### config.mk
export PLATFORM = sky130hd
export DESIGN_NAME = console_status_export
export DESIGN_NICKNAME = d
export VERILOG_FILES = /design/src/design/cse_pkg.sv /design/src/design/cse_sync.sv /design/src/design/console_status_export.sv
export VERILOG_INCLUDE_DIRS = /design/src /design/src/design
export SDC_FILE = /design/constraint.sdc
export NUM_CORES = 1
export LEC_CHECK = 0
export ABC_AREA = 1
export ABC_CLOCK_PERIOD_IN_PS = 4000
export BUFFER_PORTS_ARGS = -buffer_cell sky130_fd_sc_hd__buf_2
export CORE_MARGIN = 2
export CORE_UTILIZATION = 30
export DETAILED_ROUTE_END_ITERATION = 8
export GPL_ROUTABILITY_DRIVEN = 0
export SLEW_MARGIN = 20
export SYNTH_ARGS = -nofsm -noshare
export SYNTH_HDL_FRONTEND = slang
export SYNTH_SLANG_ARGS = --single-unit
### constraint.sdc
create_clock -name mclk -period 4 [get_ports mclk]
set_clock_uncertainty 0.05 [all_clocks]
set_input_delay 0.8 -clock mclk [delete_from_list [all_inputs] [get_ports mclk]]
set_output_delay 0.8 -clock mclk [all_outputs]
set_load 0.02 [all_outputs]
### src/design/cse_consts.svh
// Register offsets, field positions, reset values and sizes of the
// console status export block.
// Assumes inclusion by bare name from the design files and the bench.
`ifndef CSE_CONSTS_SVH
`define CSE_CONSTS_SVH

// ****************************************************************
// Line group sizes
// ****************************************************************
`define CSE_ROWS 4
`define CSE_ROW_BITS 28
`define CSE_ALPHA_LINES 3
`define CSE_NUMERIC_LINES 7
`define CSE_UNITS 28
`define CSE_SENSE_BITS 8
`define CSE_IND_BITS 8

// ****************************************************************
// Register byte offsets
// ****************************************************************
`define CSE_OFF_ROW0 12'h000
`define CSE_OFF_ROW1 12'h004
`define CSE_OFF_ROW2 12'h008
`define CSE_OFF_ROW3 12'h00C
`define CSE_OFF_MODE 12'h010
`define CSE_OFF_PWR 12'h014
`define CSE_OFF_ISTAT 12'h018
`define CSE_OFF_IMASK 12'h01C
`define CSE_OFF_SENSE 12'h020
`define CSE_OFF_IND 12'h024

// ****************************************************************
// Mode register fields and register reset values
// ****************************************************************
`define CSE_MODE_ALPHA_LSB 0
`define CSE_MODE_NUM_LSB 4
`define CSE_ALPHA_RESET 3'h1
`define CSE_NUMERIC_RESET 7'h01
`define CSE_ROW_RESET 28'h0000000
`define CSE_IND_RESET 8'h00

`endif

### src/design/cse_pkg.sv
// Types shared by the console status export design.
// Assumes cse_consts.svh is on the include path.
`include "cse_consts.svh"

package cse_pkg;
   typedef logic [`CSE_ROW_BITS-1:0] cse_row_t;
   typedef logic [`CSE_UNITS-1:0] cse_units_t;
   typedef logic [`CSE_ALPHA_LINES-1:0] cse_alpha_t;
   typedef logic [`CSE_NUMERIC_LINES-1:0] cse_numeric_t;
endpackage

### src/design/cse_sync.sv
// Two flip-flop synchroniser for a bus of independent levels.
// Assumes each bit is a slow static level from outside the mclk domain.
`timescale 1ns/10ps

module cse_sync #(
   parameter int WIDTH = 1
) (
   // Clock and reset
   input wire logic mclk,
   input wire logic reset_n,
   // Levels
   input wire logic [WIDTH-1:0] asyncIn,
   output logic [WIDTH-1:0] syncOut
);
   logic [WIDTH-1:0] stage1_q;

   always_ff @(posedge mclk or negedge reset_n) begin
      if (!reset_n) begin
         stage1_q <= '0;
         syncOut <= '0;
      end else begin
         stage1_q <= asyncIn;
         syncOut <= stage1_q;
      end
   end
endmodule

### src/design/console_status_export.sv
// Console status export: lamp rows, mode indicator and power-check
// lines toward the maintenance monitor console, mirrored on the panel.
// Assumes an APB master on mclk and unit condition pins from outside.
//
// How it works
// - Drive four 28-line configuration lamp rows.
// - Every row line always has a defined value.
// - Mode indicator: three alpha, seven numeric lines.
// - Exactly one alpha, one numeric line active.
// - Twenty-eight power-check lines, one per unit.
// - Power check on off, overtemperature, supply failure.
// - Exported lines equal the panel display.
// - Program reaches switches, indicators over I/O bus.
//
// Design decisions made here: the APB register port and the address map.
`timescale 1ns/10ps
`include "cse_consts.svh"

module console_status_export
   import cse_pkg::*;
(
   // Clock and reset
   input wire logic mclk,
   input wire logic reset_n,
   // APB slave
   input wire logic psel,
   input wire logic penable,
   input wire logic pwrite,
   input wire logic [11:0] paddr,
   input wire logic [31:0] pwdata,
   output logic [31:0] prdata,
   output logic pready,
   output logic pslverr,
   // Interrupt
   output logic irq,
   // Unit condition pins
   input wire logic [`CSE_UNITS-1:0] unitPowerOff,
   input wire logic [`CSE_UNITS-1:0] unitOverTemp,
   input wire logic [`CSE_UNITS-1:0] unitSupplyFail,
   // Console sense switches and program indicators
   input wire logic [`CSE_SENSE_BITS-1:0] senseSwitch,
   output logic [`CSE_IND_BITS-1:0] progIndicator,
   // Lines toward the maintenance monitor console
   output logic [`CSE_ROWS*`CSE_ROW_BITS-1:0] monConfigLamp,
   output logic [`CSE_ALPHA_LINES-1:0] monModeAlpha,
   output logic [`CSE_NUMERIC_LINES-1:0] monModeNumeric,
   output logic [`CSE_UNITS-1:0] monPowerCheck,
   // Operator panel display
   output logic [`CSE_ROWS*`CSE_ROW_BITS-1:0] panelConfigLamp,
   output logic [`CSE_ALPHA_LINES-1:0] panelModeAlpha,
   output logic [`CSE_NUMERIC_LINES-1:0] panelModeNumeric,
   output logic [`CSE_UNITS-1:0] panelPowerCheck
);

   // ****************************************************************
   // Decoding helpers
   // ****************************************************************
   // One-hot of a field index; zero when the index is out of range
   function automatic logic [7:0] oneHot(input logic [2:0] idx,
                                          input logic [3:0] lines);
      logic [7:0] r;
      r = 8'h00;
      if ({1'b0, idx} < lines) begin
         r[idx] = 1'b1;
      end
      return r;
   endfunction

   // ****************************************************************
   // Pin synchronisers
   // ****************************************************************
   logic [3*`CSE_UNITS+`CSE_SENSE_BITS-1:0] pinSync;

   cse_sync #(
      .WIDTH(3*`CSE_UNITS+`CSE_SENSE_BITS)
   ) u_sync (
      .mclk(mclk),
      .reset_n(reset_n),
      .asyncIn({senseSwitch, unitSupplyFail, unitOverTemp, unitPowerOff}),
      .syncOut(pinSync)
   );

   wire cse_units_t offSync = pinSync[`CSE_UNITS-1:0];
   wire cse_units_t hotSync = pinSync[2*`CSE_UNITS-1:`CSE_UNITS];
   wire cse_units_t failSync = pinSync[3*`CSE_UNITS-1:2*`CSE_UNITS];
   wire logic [`CSE_SENSE_BITS-1:0] senseSync =
      pinSync[3*`CSE_UNITS+`CSE_SENSE_BITS-1:3*`CSE_UNITS];

   // ****************************************************************
   // APB decode
   // ****************************************************************
   wire logic setup = psel & ~penable;
   wire logic wrStb = psel & penable & pwrite;
   wire logic hitRow0 = paddr == `CSE_OFF_ROW0;
   wire logic hitRow1 = paddr == `CSE_OFF_ROW1;
   wire logic hitRow2 = paddr == `CSE_OFF_ROW2;
   wire logic hitRow3 = paddr == `CSE_OFF_ROW3;
   wire logic hitMode = paddr == `CSE_OFF_MODE;
   wire logic hitPwr = paddr == `CSE_OFF_PWR;
   wire logic hitIstat = paddr == `CSE_OFF_ISTAT;
   wire logic hitImask = paddr == `CSE_OFF_IMASK;
   wire logic hitSense = paddr == `CSE_OFF_SENSE;
   wire logic hitInd = paddr == `CSE_OFF_IND;
   wire logic [3:0] hitRow = {hitRow3, hitRow2, hitRow1, hitRow0};
   wire logic mapped = (|hitRow) | hitMode | hitPwr | hitIstat
      | hitImask | hitSense | hitInd;

   // ****************************************************************
   // Configuration lamp rows
   // ****************************************************************
   cse_row_t cfgRow_q [`CSE_ROWS];

   genvar g;
   generate
      for (g = 0; g < `CSE_ROWS; g++) begin : g_row
         always_ff @(posedge mclk or negedge reset_n) begin
            if (!reset_n) begin
               cfgRow_q[g] <= `CSE_ROW_RESET;
            end else if (wrStb && hitRow[g]) begin
               cfgRow_q[g] <= pwdata[`CSE_ROW_BITS-1:0];
            end
         end
         assign monConfigLamp[g*`CSE_ROW_BITS +: `CSE_ROW_BITS] =
            cfgRow_q[g];
      end
   endgenerate

   // ****************************************************************
   // Mode indicator
   // ****************************************************************
   cse_alpha_t alpha_q;
   cse_numeric_t numeric_q;
   wire logic [2:0] alphaIdx = pwdata[`CSE_MODE_ALPHA_LSB +: 3];
   wire logic [2:0] numIdx = pwdata[`CSE_MODE_NUM_LSB +: 3];
   wire logic [7:0] alphaHot = oneHot(alphaIdx, 4'h3);
   wire logic [7:0] numHot = oneHot(numIdx, 4'h7);
   wire logic modeOk = (|alphaHot) & (|numHot);

   always_ff @(posedge mclk or negedge reset_n) begin
      if (!reset_n) begin
         alpha_q <= `CSE_ALPHA_RESET;
         numeric_q <= `CSE_NUMERIC_RESET;
      end else if (wrStb && hitMode && modeOk) begin
         alpha_q <= alphaHot[`CSE_ALPHA_LINES-1:0];
         numeric_q <= numHot[`CSE_NUMERIC_LINES-1:0];
      end
   end

   // Index read back of the one-hot groups
   function automatic logic [2:0] hotIdx(input logic [7:0] hot);
      logic [2:0] r;
      r = 3'h0;
      for (int i = 0; i < 8; i++) begin
         if (hot[i]) begin
            r = 3'(i);
         end
      end
      return r;
   endfunction

   wire logic [2:0] alphaRd = hotIdx({5'h00, alpha_q});
   wire logic [2:0] numRd = hotIdx({1'b0, numeric_q});

   // ****************************************************************
   // Power check lines
   // ****************************************************************
   cse_units_t pwrChk_q;
   wire cse_units_t pwrChkD = offSync | hotSync | failSync;

   always_ff @(posedge mclk or negedge reset_n) begin
      if (!reset_n) begin
         pwrChk_q <= '0;
      end else begin
         pwrChk_q <= pwrChkD;
      end
   end

   // ****************************************************************
   // Interrupt status and mask
   // ****************************************************************
   cse_units_t istat_q;
   cse_units_t istat_d;
   cse_units_t imask_q;
   wire cse_units_t pwrRise = pwrChkD & ~pwrChk_q;
   wire cse_units_t w1c = (wrStb && hitIstat) ?
      pwdata[`CSE_UNITS-1:0] : '0;

   // Set wins over a clear in the same cycle
   assign istat_d = (istat_q & ~w1c) | pwrRise;

   always_ff @(posedge mclk or negedge reset_n) begin
      if (!reset_n) begin
         istat_q <= '0;
         imask_q <= '0;
      end else begin
         istat_q <= istat_d;
         if (wrStb && hitImask) begin
            imask_q <= pwdata[`CSE_UNITS-1:0];
         end
      end
   end

   assign irq = |(istat_q & imask_q);

   // ****************************************************************
   // Program indicators
   // ****************************************************************
   // Program-addressable indicators
   always_ff @(posedge mclk or negedge reset_n) begin
      if (!reset_n) begin
         progIndicator <= `CSE_IND_RESET;
      end else if (wrStb && hitInd) begin
         progIndicator <= pwdata[`CSE_IND_BITS-1:0];
      end
   end

   // ****************************************************************
   // Read data and answer
   // ****************************************************************
   // Sense switches readable
   wire logic [31:0] rdMux =
      hitRow0 ? {4'h0, cfgRow_q[0]} :
      hitRow1 ? {4'h0, cfgRow_q[1]} :
      hitRow2 ? {4'h0, cfgRow_q[2]} :
      hitRow3 ? {4'h0, cfgRow_q[3]} :
      hitMode ? {25'h0000000, numRd, 1'b0, alphaRd} :
      hitPwr ? {4'h0, pwrChk_q} :
      hitIstat ? {4'h0, istat_q} :
      hitImask ? {4'h0, imask_q} :
      hitSense ? {24'h000000, senseSync} :
      hitInd ? {24'h000000, progIndicator} : 32'h00000000;

   always_ff @(posedge mclk or negedge reset_n) begin
      if (!reset_n) begin
         prdata <= 32'h00000000;
         pslverr <= 1'b0;
      end else if (setup) begin
         prdata <= pwrite ? 32'h00000000 : rdMux;
         pslverr <= ~mapped;
      end
   end

   assign pready = 1'b1;

   // ****************************************************************
   // Exported and panel lines
   // ****************************************************************
   assign monModeAlpha = alpha_q;
   assign monModeNumeric = numeric_q;
   assign monPowerCheck = pwrChk_q;
   assign panelConfigLamp = monConfigLamp;
   assign panelModeAlpha = alpha_q;
   assign panelModeNumeric = numeric_q;
   assign panelPowerCheck = pwrChk_q;

endmodule

==> run_results.csv, run 1 <==
group,metric,value,unit
run_status,outcome,"completed",
logic_synthesis,yosysWarnings,0,
clocking,cts_tree,"built",
setup_path,setup.worst_path.start_class,"flip-flop",
timing,hold_viol,0,
final_layout,n_fill_cell,5605,
routing,dr_wl_met2,24000,µm
placed_design,dpl_worst_slack,0.772,ns
clocking,htreeDepth,2,
routing,met3_length,3080,µm
final_layout,fin_util,36.9,%
worst_hold_path,hold_class,"in -> async",
logic_synthesis,synth_top_area_share,62.0,%
final_layout,nets,2191,
timing,slew-limit-headroom,32.8,%
timing,fin_crit,2.95,ns
die,core,56500,µm²
global_route,antenna_found_initial,6,
die,initial_core_util,30.4,%
routing,drt-met1-wl,24500,µm
clocking,clk_latency,0.58,ns
routing,ant_nets,0,
global_route,grt_pass1_vias,12600,
setup_path,critPathCaptureType,"output port",
setup_path,path_class,"reg -> out",
routing,first_pass_iters,6,
routing,postRouteWirelength,53000,µm
routing,maxUsedRoutingLayer,"met5",
logic_synthesis,synth_cell_types,43,
die,dieWidth,243,µm
die,die-height,243,µm
timing,maxSlewViolCount,0,
placed_design,dpl-instance-area,19200,µm²
setup_path,crit_fanout,3,
final_layout,regArea,10700,µm²
power_and_ir_drop,finalPower,9.35,mW
clocking,cts_setup_buffers,0,
final_layout,multi_input_area,4490,µm²
logic_synthesis,ys_ff_latch,427,
logic_synthesis,avgSynthCellArea,9.97,µm²
die,io_pins,484,
routing,via_count,12900,
clocking,post_cts_resized,0,
die,row_count,87,
clocking,cts.sinks,427,
clocking,clkTransAtPathRegs,0.06,ns
logic_synthesis,synth_area,17100,µm²
routing,drt_iter0_drc,887,
routing,wire_per_inst,18.6,µm
timing,setup_viol,0,
clocking,cts_hold_buf,0,
logic_synthesis,yosys.area.top_type,"dfrtp_1",
placed_design,dp_hpwl,39500,µm
setup_path,regToRegSetupSlack,2.32,ns
power_and_ir_drop,irDropWorstVdd,299,µV
logic_synthesis,synthTopCellsByArea,"dfrtp_1 62%, nand2_1 10%, buf_4 7.1%, o21ai_0 4.8%, o21ai_1 2.6%",
timing,fmax,339,MHz
final_layout,drive_gt1_share,30.8,%
global_route,grt_max_degree,104,
die,dieArea,59100,µm²
timing,rsz0062_at_grt,"false",
timing,worst_pin_slew,1.01,ns
routing,drc,0,
clocking,cts_max_path_buffers,3,
placed_design,place_inst,2757,
final_layout,final_area,20900,µm²
final_layout,area_delta_synth_final,21.6,%
logic_synthesis,synthCells,1719,
global_route,track_usage,17.8,%
power_and_ir_drop,p_leak,11.0,nW
final_layout,final_common_cell,"buf_2",
logic_synthesis,yosysSeqAreaShare,62.3,%
timing,period_share,73.8,%
timing,holdWs,0.175,ns
timing,fin_ws,1.05,ns
setup_path,worstRegToRegCells,6,
job,cap_violations,0,
setup_path,arrival,2.10,ns
timing,fin_tns_setup,0,ns
final_layout,final_cell_mix,"473 x buf_2, 462 x nand2_1, 425 x dfrtp_1",
global_route,grt_overflow,0,
setup_path,cp.required,3.15,ns
clocking,cts_made_buffers,47,
global_route,grt_pass1_wl,79700,µm
routing,viasPerCell,4.53,
final_layout,finalNonFillerCells,2846,
placed_design,portBuffers,474,
clocking,clock-root-buffer,"clkbuf_16",
power_and_ir_drop,power_density,448,nW/µm²
-- metal layers --
metal	global-route usage (%)	vias up
met4	5.72	8
met5	0	-
li1	-	6040
met1	24.9	6287
met2	27.8	481
met3	3.54	83
-- critical path, cell delays in order (launching register included) --
cell,delay [ns]
dfrtp_1,0.39
a22o_1,0.24
a221oi_1,0.24
nand2_1,0.20
nor2_1,0.14
nand4_1,0.10
buf_2,0.20
-- flip-flops by register name, summed over array words and instances (netlist names), 8 cells and up --
name,cells
monPowerCheck,28
prdata,28
istat_q,28
u_sync.syncOut,92
monConfigLamp,112
progIndicator,8
u_sync.stage1_q,92
imask_q,28
-- final timing paths --
kind | to | from
hold / removal | u_sync.stage1_q[4]$_DFF_PN0_ | reset_n
hold reg to reg | u_sync.syncOut[23]$_DFF_PN0_ | u_sync.stage1_q[23]$_DFF_PN0_
setup / recovery | irq | imask_q[19]$_DFFE_PN0P_
max in group asynchronous | u_sync.stage1_q[24]$_DFF_PN0_ | reset_n
setup reg to reg | prdata[25]$_DFFE_PN0P_ | monConfigLamp[109]$_DFFE_PN0P_
min in group mclk | u_sync.stage1_q[90]$_DFF_PN0_ | senseSwitch[6]
-- report_power, final --
part	switching [mW]	internal, mW
Combinational	0.260	0.0991
Clock	1.84	2.68
Sequential	0.0410	4.43
-- cells in the mapped netlist --
cell type    n
a21oi_1     18
o2111ai_1    8
nand3_2     12
clkbuf_1    23
nand2_4      4
o41ai_1      8
clkinv_1     2
or2_2        7
nand4_1      7
nor2_2       5
inv_1      117
dfstp_2      2
or2_0        4
and3_1       1
nor3_4       1
nor3_1      17
or3_1       15
o31ai_1      1
nor3_2       1
nor2_4       8
o21bai_1    10
buf_4      163
o21ai_1     88
conb_1       2
nand2_2      3
buf_6        6
a311oi_1     1
a221oi_1     5
o22ai_1      1
buf_1        2
o221ai_1     1
nand3b_1     2
nor2b_2      1
nand2_1    466
o21ai_0    164
a22o_1       4
or2_1        4
nor2_8       1
inv_2       13
nor2_1      27
buf_2       24
nand3_1     45
dfrtp_1    425
-- logic make-up after synthesis --
family | after synthesis | synth area share (%)
buffers and inverters | 350 | 11.7
AO/OA/AOI/OAI | 309 | 9.78
flip-flops | 427 | 62.3
AND/OR/NAND/NOR | 631 | 16.2
other | 2 | 0.0438
-- area by class of cell --
cell class	count	area share [%]
diodes	4	0.0480
multi-input cells	945	21.5
well taps	756	4.54
inverters	132	2.38
repair buffers	497	12.4
clock inverters	28	1.74
flip-flops and latches	427	51.2
clock buffers	57	6.11
No activity file was read; power rests on OpenSTA's default activity.
==> run 2: changes to the inputs <==
--- a/config.mk
+++ b/config.mk
@@ -6,8 +6,8 @@
 export SDC_FILE = /design/constraint.sdc
 export NUM_CORES = 1
 export LEC_CHECK = 0
-export ABC_AREA = 1
-export ABC_CLOCK_PERIOD_IN_PS = 4000
+export ABC_AREA = 0
+export ABC_CLOCK_PERIOD_IN_PS = 2800
 export BUFFER_PORTS_ARGS = -buffer_cell sky130_fd_sc_hd__buf_2
 export CORE_MARGIN = 2
 export CORE_UTILIZATION = 30
==> constraint.sdc (replaced) <==
create_clock -name mclk -period 2.8 [get_ports mclk]
set_clock_uncertainty 0.05 [all_clocks]
set_input_delay 0.56 -clock mclk [delete_from_list [all_inputs] [get_ports mclk]]
set_output_delay 0.56 -clock mclk [all_outputs]
set_load 0.02 [all_outputs]
==> run_results.csv, run 2 <==
group,metric,value,unit
clocking,htreeDepth,2,
logic_synthesis,synth-edff-count,0,
global_route,grt_max_degree,74,
worst_hold_path,min_path_cells,1,
logic_synthesis,synth_flop_cell,"dfrtp_1",
setup_path,critPathCaptureType,"output port",
logic_synthesis,ys_top_cells_by_count,"425 x dfrtp_1, 159 x buf_4, 136 x mux2_2",
die,die-height,243,µm
routing,wire_per_inst,23.1,µm
die,row_count,87,
timing,fin_crit,2.66,ns
power_and_ir_drop,power_density,617,nW/µm²
timing,fmax,376,MHz
final_layout,drive_gt1_share,45.0,%
routing,ant_nets,0,
final_layout,finalNonFillerCells,2538,
power_and_ir_drop,power_frac_seq,47.4,%
routing,dr_wl_met2,28100,µm
clocking,cts_made_buffers,46,
timing,fin_tns_setup,0,ns
clocking,clkTransAtPathRegs,0.06,ns
setup_path,path_class,"reg -> out",
global_route,grt_pass1_wl,84800,µm
routing,drc,0,
logic_synthesis,synth_top_family_by_area,"compound AO/OA/AOI/OAI gates",
global_route,track_usage,19.5,%
routing,drt-met1-wl,24800,µm
final_layout,nets,1883,
timing,rsz0062_at_grt,"true",
die,io_pins,484,
clocking,cts.sinks,427,
timing,maxSlewViolCount,0,
final_layout,fin_util,38.6,%
placed_design,dp_hpwl,42900,µm
logic_synthesis,avgSynthCellArea,12.9,µm²
logic_synthesis,synth_fa_ha_area_share,0,%
setup_path,startpoint,"imask_q[11]$_DFFE_PN0P_",
power_and_ir_drop,p_leak,11.0,nW
power_and_ir_drop,intPower,10.3,mW
setup_path,cp.required,2.19,ns
setup_path,reg2reg_from,"monModeAlpha[2]$_DFFE_PN0P_",
final_layout,area_delta_synth_final,27.1,%
setup_path,arrival,2.05,ns
logic_synthesis,yosysWarnings,0,
run_status,outcome,"completed",
logic_synthesis,yosys.area_share.simple,6.97,%
placed_design,portBuffers,474,
routing,viasPerCell,4.88,
setup_path,crit_fanout,3,
timing,period_share,94.9,%
die,core,56500,µm²
routing,via_count,12400,
power_and_ir_drop,irDropWorstVdd,395,µV
placed_design,place_inst,2414,
final_layout,final_common_cell,"buf_2",
die,initial_core_util,30.4,%
logic_synthesis,async_flop_share,100,%
logic_synthesis,synth_top_area_share,61.9,%
logic_synthesis,synth_area,17200,µm²
clocking,clk_latency,0.58,ns
power_and_ir_drop,swShare,23.4,%
logic_synthesis,synth_xor_area_share,0,%
logic_synthesis,synthCells,1328,
logic_synthesis,yosysSeqAreaShare,62.2,%
clocking,cts_max_path_buffers,3,
setup_path,setup.worst_path.start_class,"flip-flop",
timing,setup_viol,0,
routing,first_pass_iters,7,
worst_hold_path,hold_class,"in -> reg",
timing,slew-limit-headroom,56.2,%
routing,met3_length,3940,µm
clocking,cts_tree,"built",
routing,drt_iter0_drc,893,
power_and_ir_drop,power_frac_clock,47.3,%
global_route,grt_overflow,0,
logic_synthesis,muxShareOfSynthArea,10.2,%
power_and_ir_drop,p_comb_share,5.3,%
global_route,grt_pass1_vias,12400,
setup_path,reg2reg_to,"prdata[0]$_DFFE_PN0P_",
power_and_ir_drop,power.switching,3.15,mW
routing,postRouteWirelength,58700,µm
timing,worst_pin_slew,0.657,ns
routing,maxUsedRoutingLayer,"met5",
die,dieArea,59200,µm²
logic_synthesis,yosys.area.top_type,"dfrtp_1",
logic_synthesis,yosysMostFrequentCell,"dfrtp_1",
die,dieWidth,243,µm
logic_synthesis,ys_ff_latch,427,
logic_synthesis,synthTopCellsByArea,"dfrtp_1 62%, mux2_2 8.9%, buf_4 6.9%, a22o_1 2.3%, o21ai_0 1.8%",
timing,hold_viol,0,
final_layout,largest_reg_flops,112,
clocking,clock-root-buffer,"clkbuf_16",
logic_synthesis,synth_cell_types,65,
logic_synthesis,synth_compound_area_share,11.3,%
setup_path,endpoint,"irq",
setup_path,worstRegToRegCells,5,
global_route,antenna_found_initial,6,
final_layout,final_cell_mix,"472 x buf_2, 424 x dfrtp_1, 136 x mux2_2",
setup_path,regToRegSetupSlack,1.09,ns
job,cap_violations,0,
==> run 2: logic make-up after synthesis <==
group,Yosys count
flip-flops,427
multiplexers,154
AO/OA/AOI/OAI,268
AND/OR/NAND/NOR,220
buffers and inverters,257
other,2
==> run 2: area by class of cell <==
| cell class | count | area (µm²) |
|---|---|---|
| clock buffer | 55 | 1230 |
| fill | 5333 | 34700 |
| timing repair buffer | 587 | 3490 |
| tap | 756 | 946 |
| antenna | 4 | 10.0 |
| clock inverter | 29 | 360 |
| multi-input combinational | 647 | 4970 |
| sequential | 427 | 10700 |
| inverter | 33 | 124 |
==> run 2: per-stage QoR <==
step	hold slack [ns]	setup WS (ns)	total power, mW	cell area (µm²)
2_1_floorplan	0.214	0.255	6.74	17200
4_1_cts	0.000156	0.0369	13.6	21800
3_3_place_gp	0.284	0.00424	7.16	19800
3_5_place_dp	0.285	-0.0647	7.18	19800
6_report	0.0448	0.143	13.5	21800
5_1_grt	0.00393	-0.00887	14.0	21800
==> run 2: metal layers <==
layer / GRT usage (%) / up-vias
li1: - / 5428
met1: 25.8 / 6283
met2: 31.4 / 558
met3: 3.89 / 109
met4: 7.58 / 4
met5: 0 / -
==> run 2: power by group through the flow <==
| stage | Combinational (mW) | Sequential [mW] | Clock [mW] |
|---|---|---|---|
| 2_1_floorplan | 0.242 | 6.50 | 0 |
| 3_3_place_gp | 0.671 | 6.49 | 0 |
| 3_5_place_dp | 0.680 | 6.50 | 0 |
| 4_1_cts | 0.719 | 6.39 | 6.54 |
| 5_1_grt | 0.779 | 6.39 | 6.80 |
| 6_report | 0.711 | 6.38 | 6.37 |
==> run 2: how the worst min path moves through the flow <==
| stage | from | end | slack, ns |
|---|---|---|---|
| 2_1_floorplan | reset_n | imask_q[0]$_DFFE_PN0P_ | 0.21 |
| 3_3_place_gp | u_sync.stage1_q[44]$_DFF_PN0_ | u_sync.syncOut[44]$_DFF_PN0_ | 0.28 |
| 3_5_place_dp | u_sync.stage1_q[0]$_DFF_PN0_ | u_sync.syncOut[0]$_DFF_PN0_ | 0.28 |
| 4_1_cts | unitPowerOff[3] | u_sync.stage1_q[3]$_DFF_PN0_ | 0.0002 |
| 5_1_grt | unitSupplyFail[6] | u_sync.stage1_q[62]$_DFF_PN0_ | 0.004 |
| 6_report | unitPowerOff[25] | u_sync.stage1_q[25]$_DFF_PN0_ | 0.04 |
==> run 2: worst max-delay path: stages, from the launching register on <==
cell      delay, ns
dfrtp_1        0.44
a22o_1         0.23
a221oi_2       0.21
nand3_1        0.10
nor2_1         0.11
nand4_1        0.17
buf_6          0.20
==> run 2: what timing repair did <==
action,in CTS,in global routing
endpoints found under the hold margin,94,0
hold buffers,35,0
pin swaps,0,0
cloned,0,0
gates resized for setup,2,4
buffers inserted,0,1
endpoints found under the setup margin,1,1
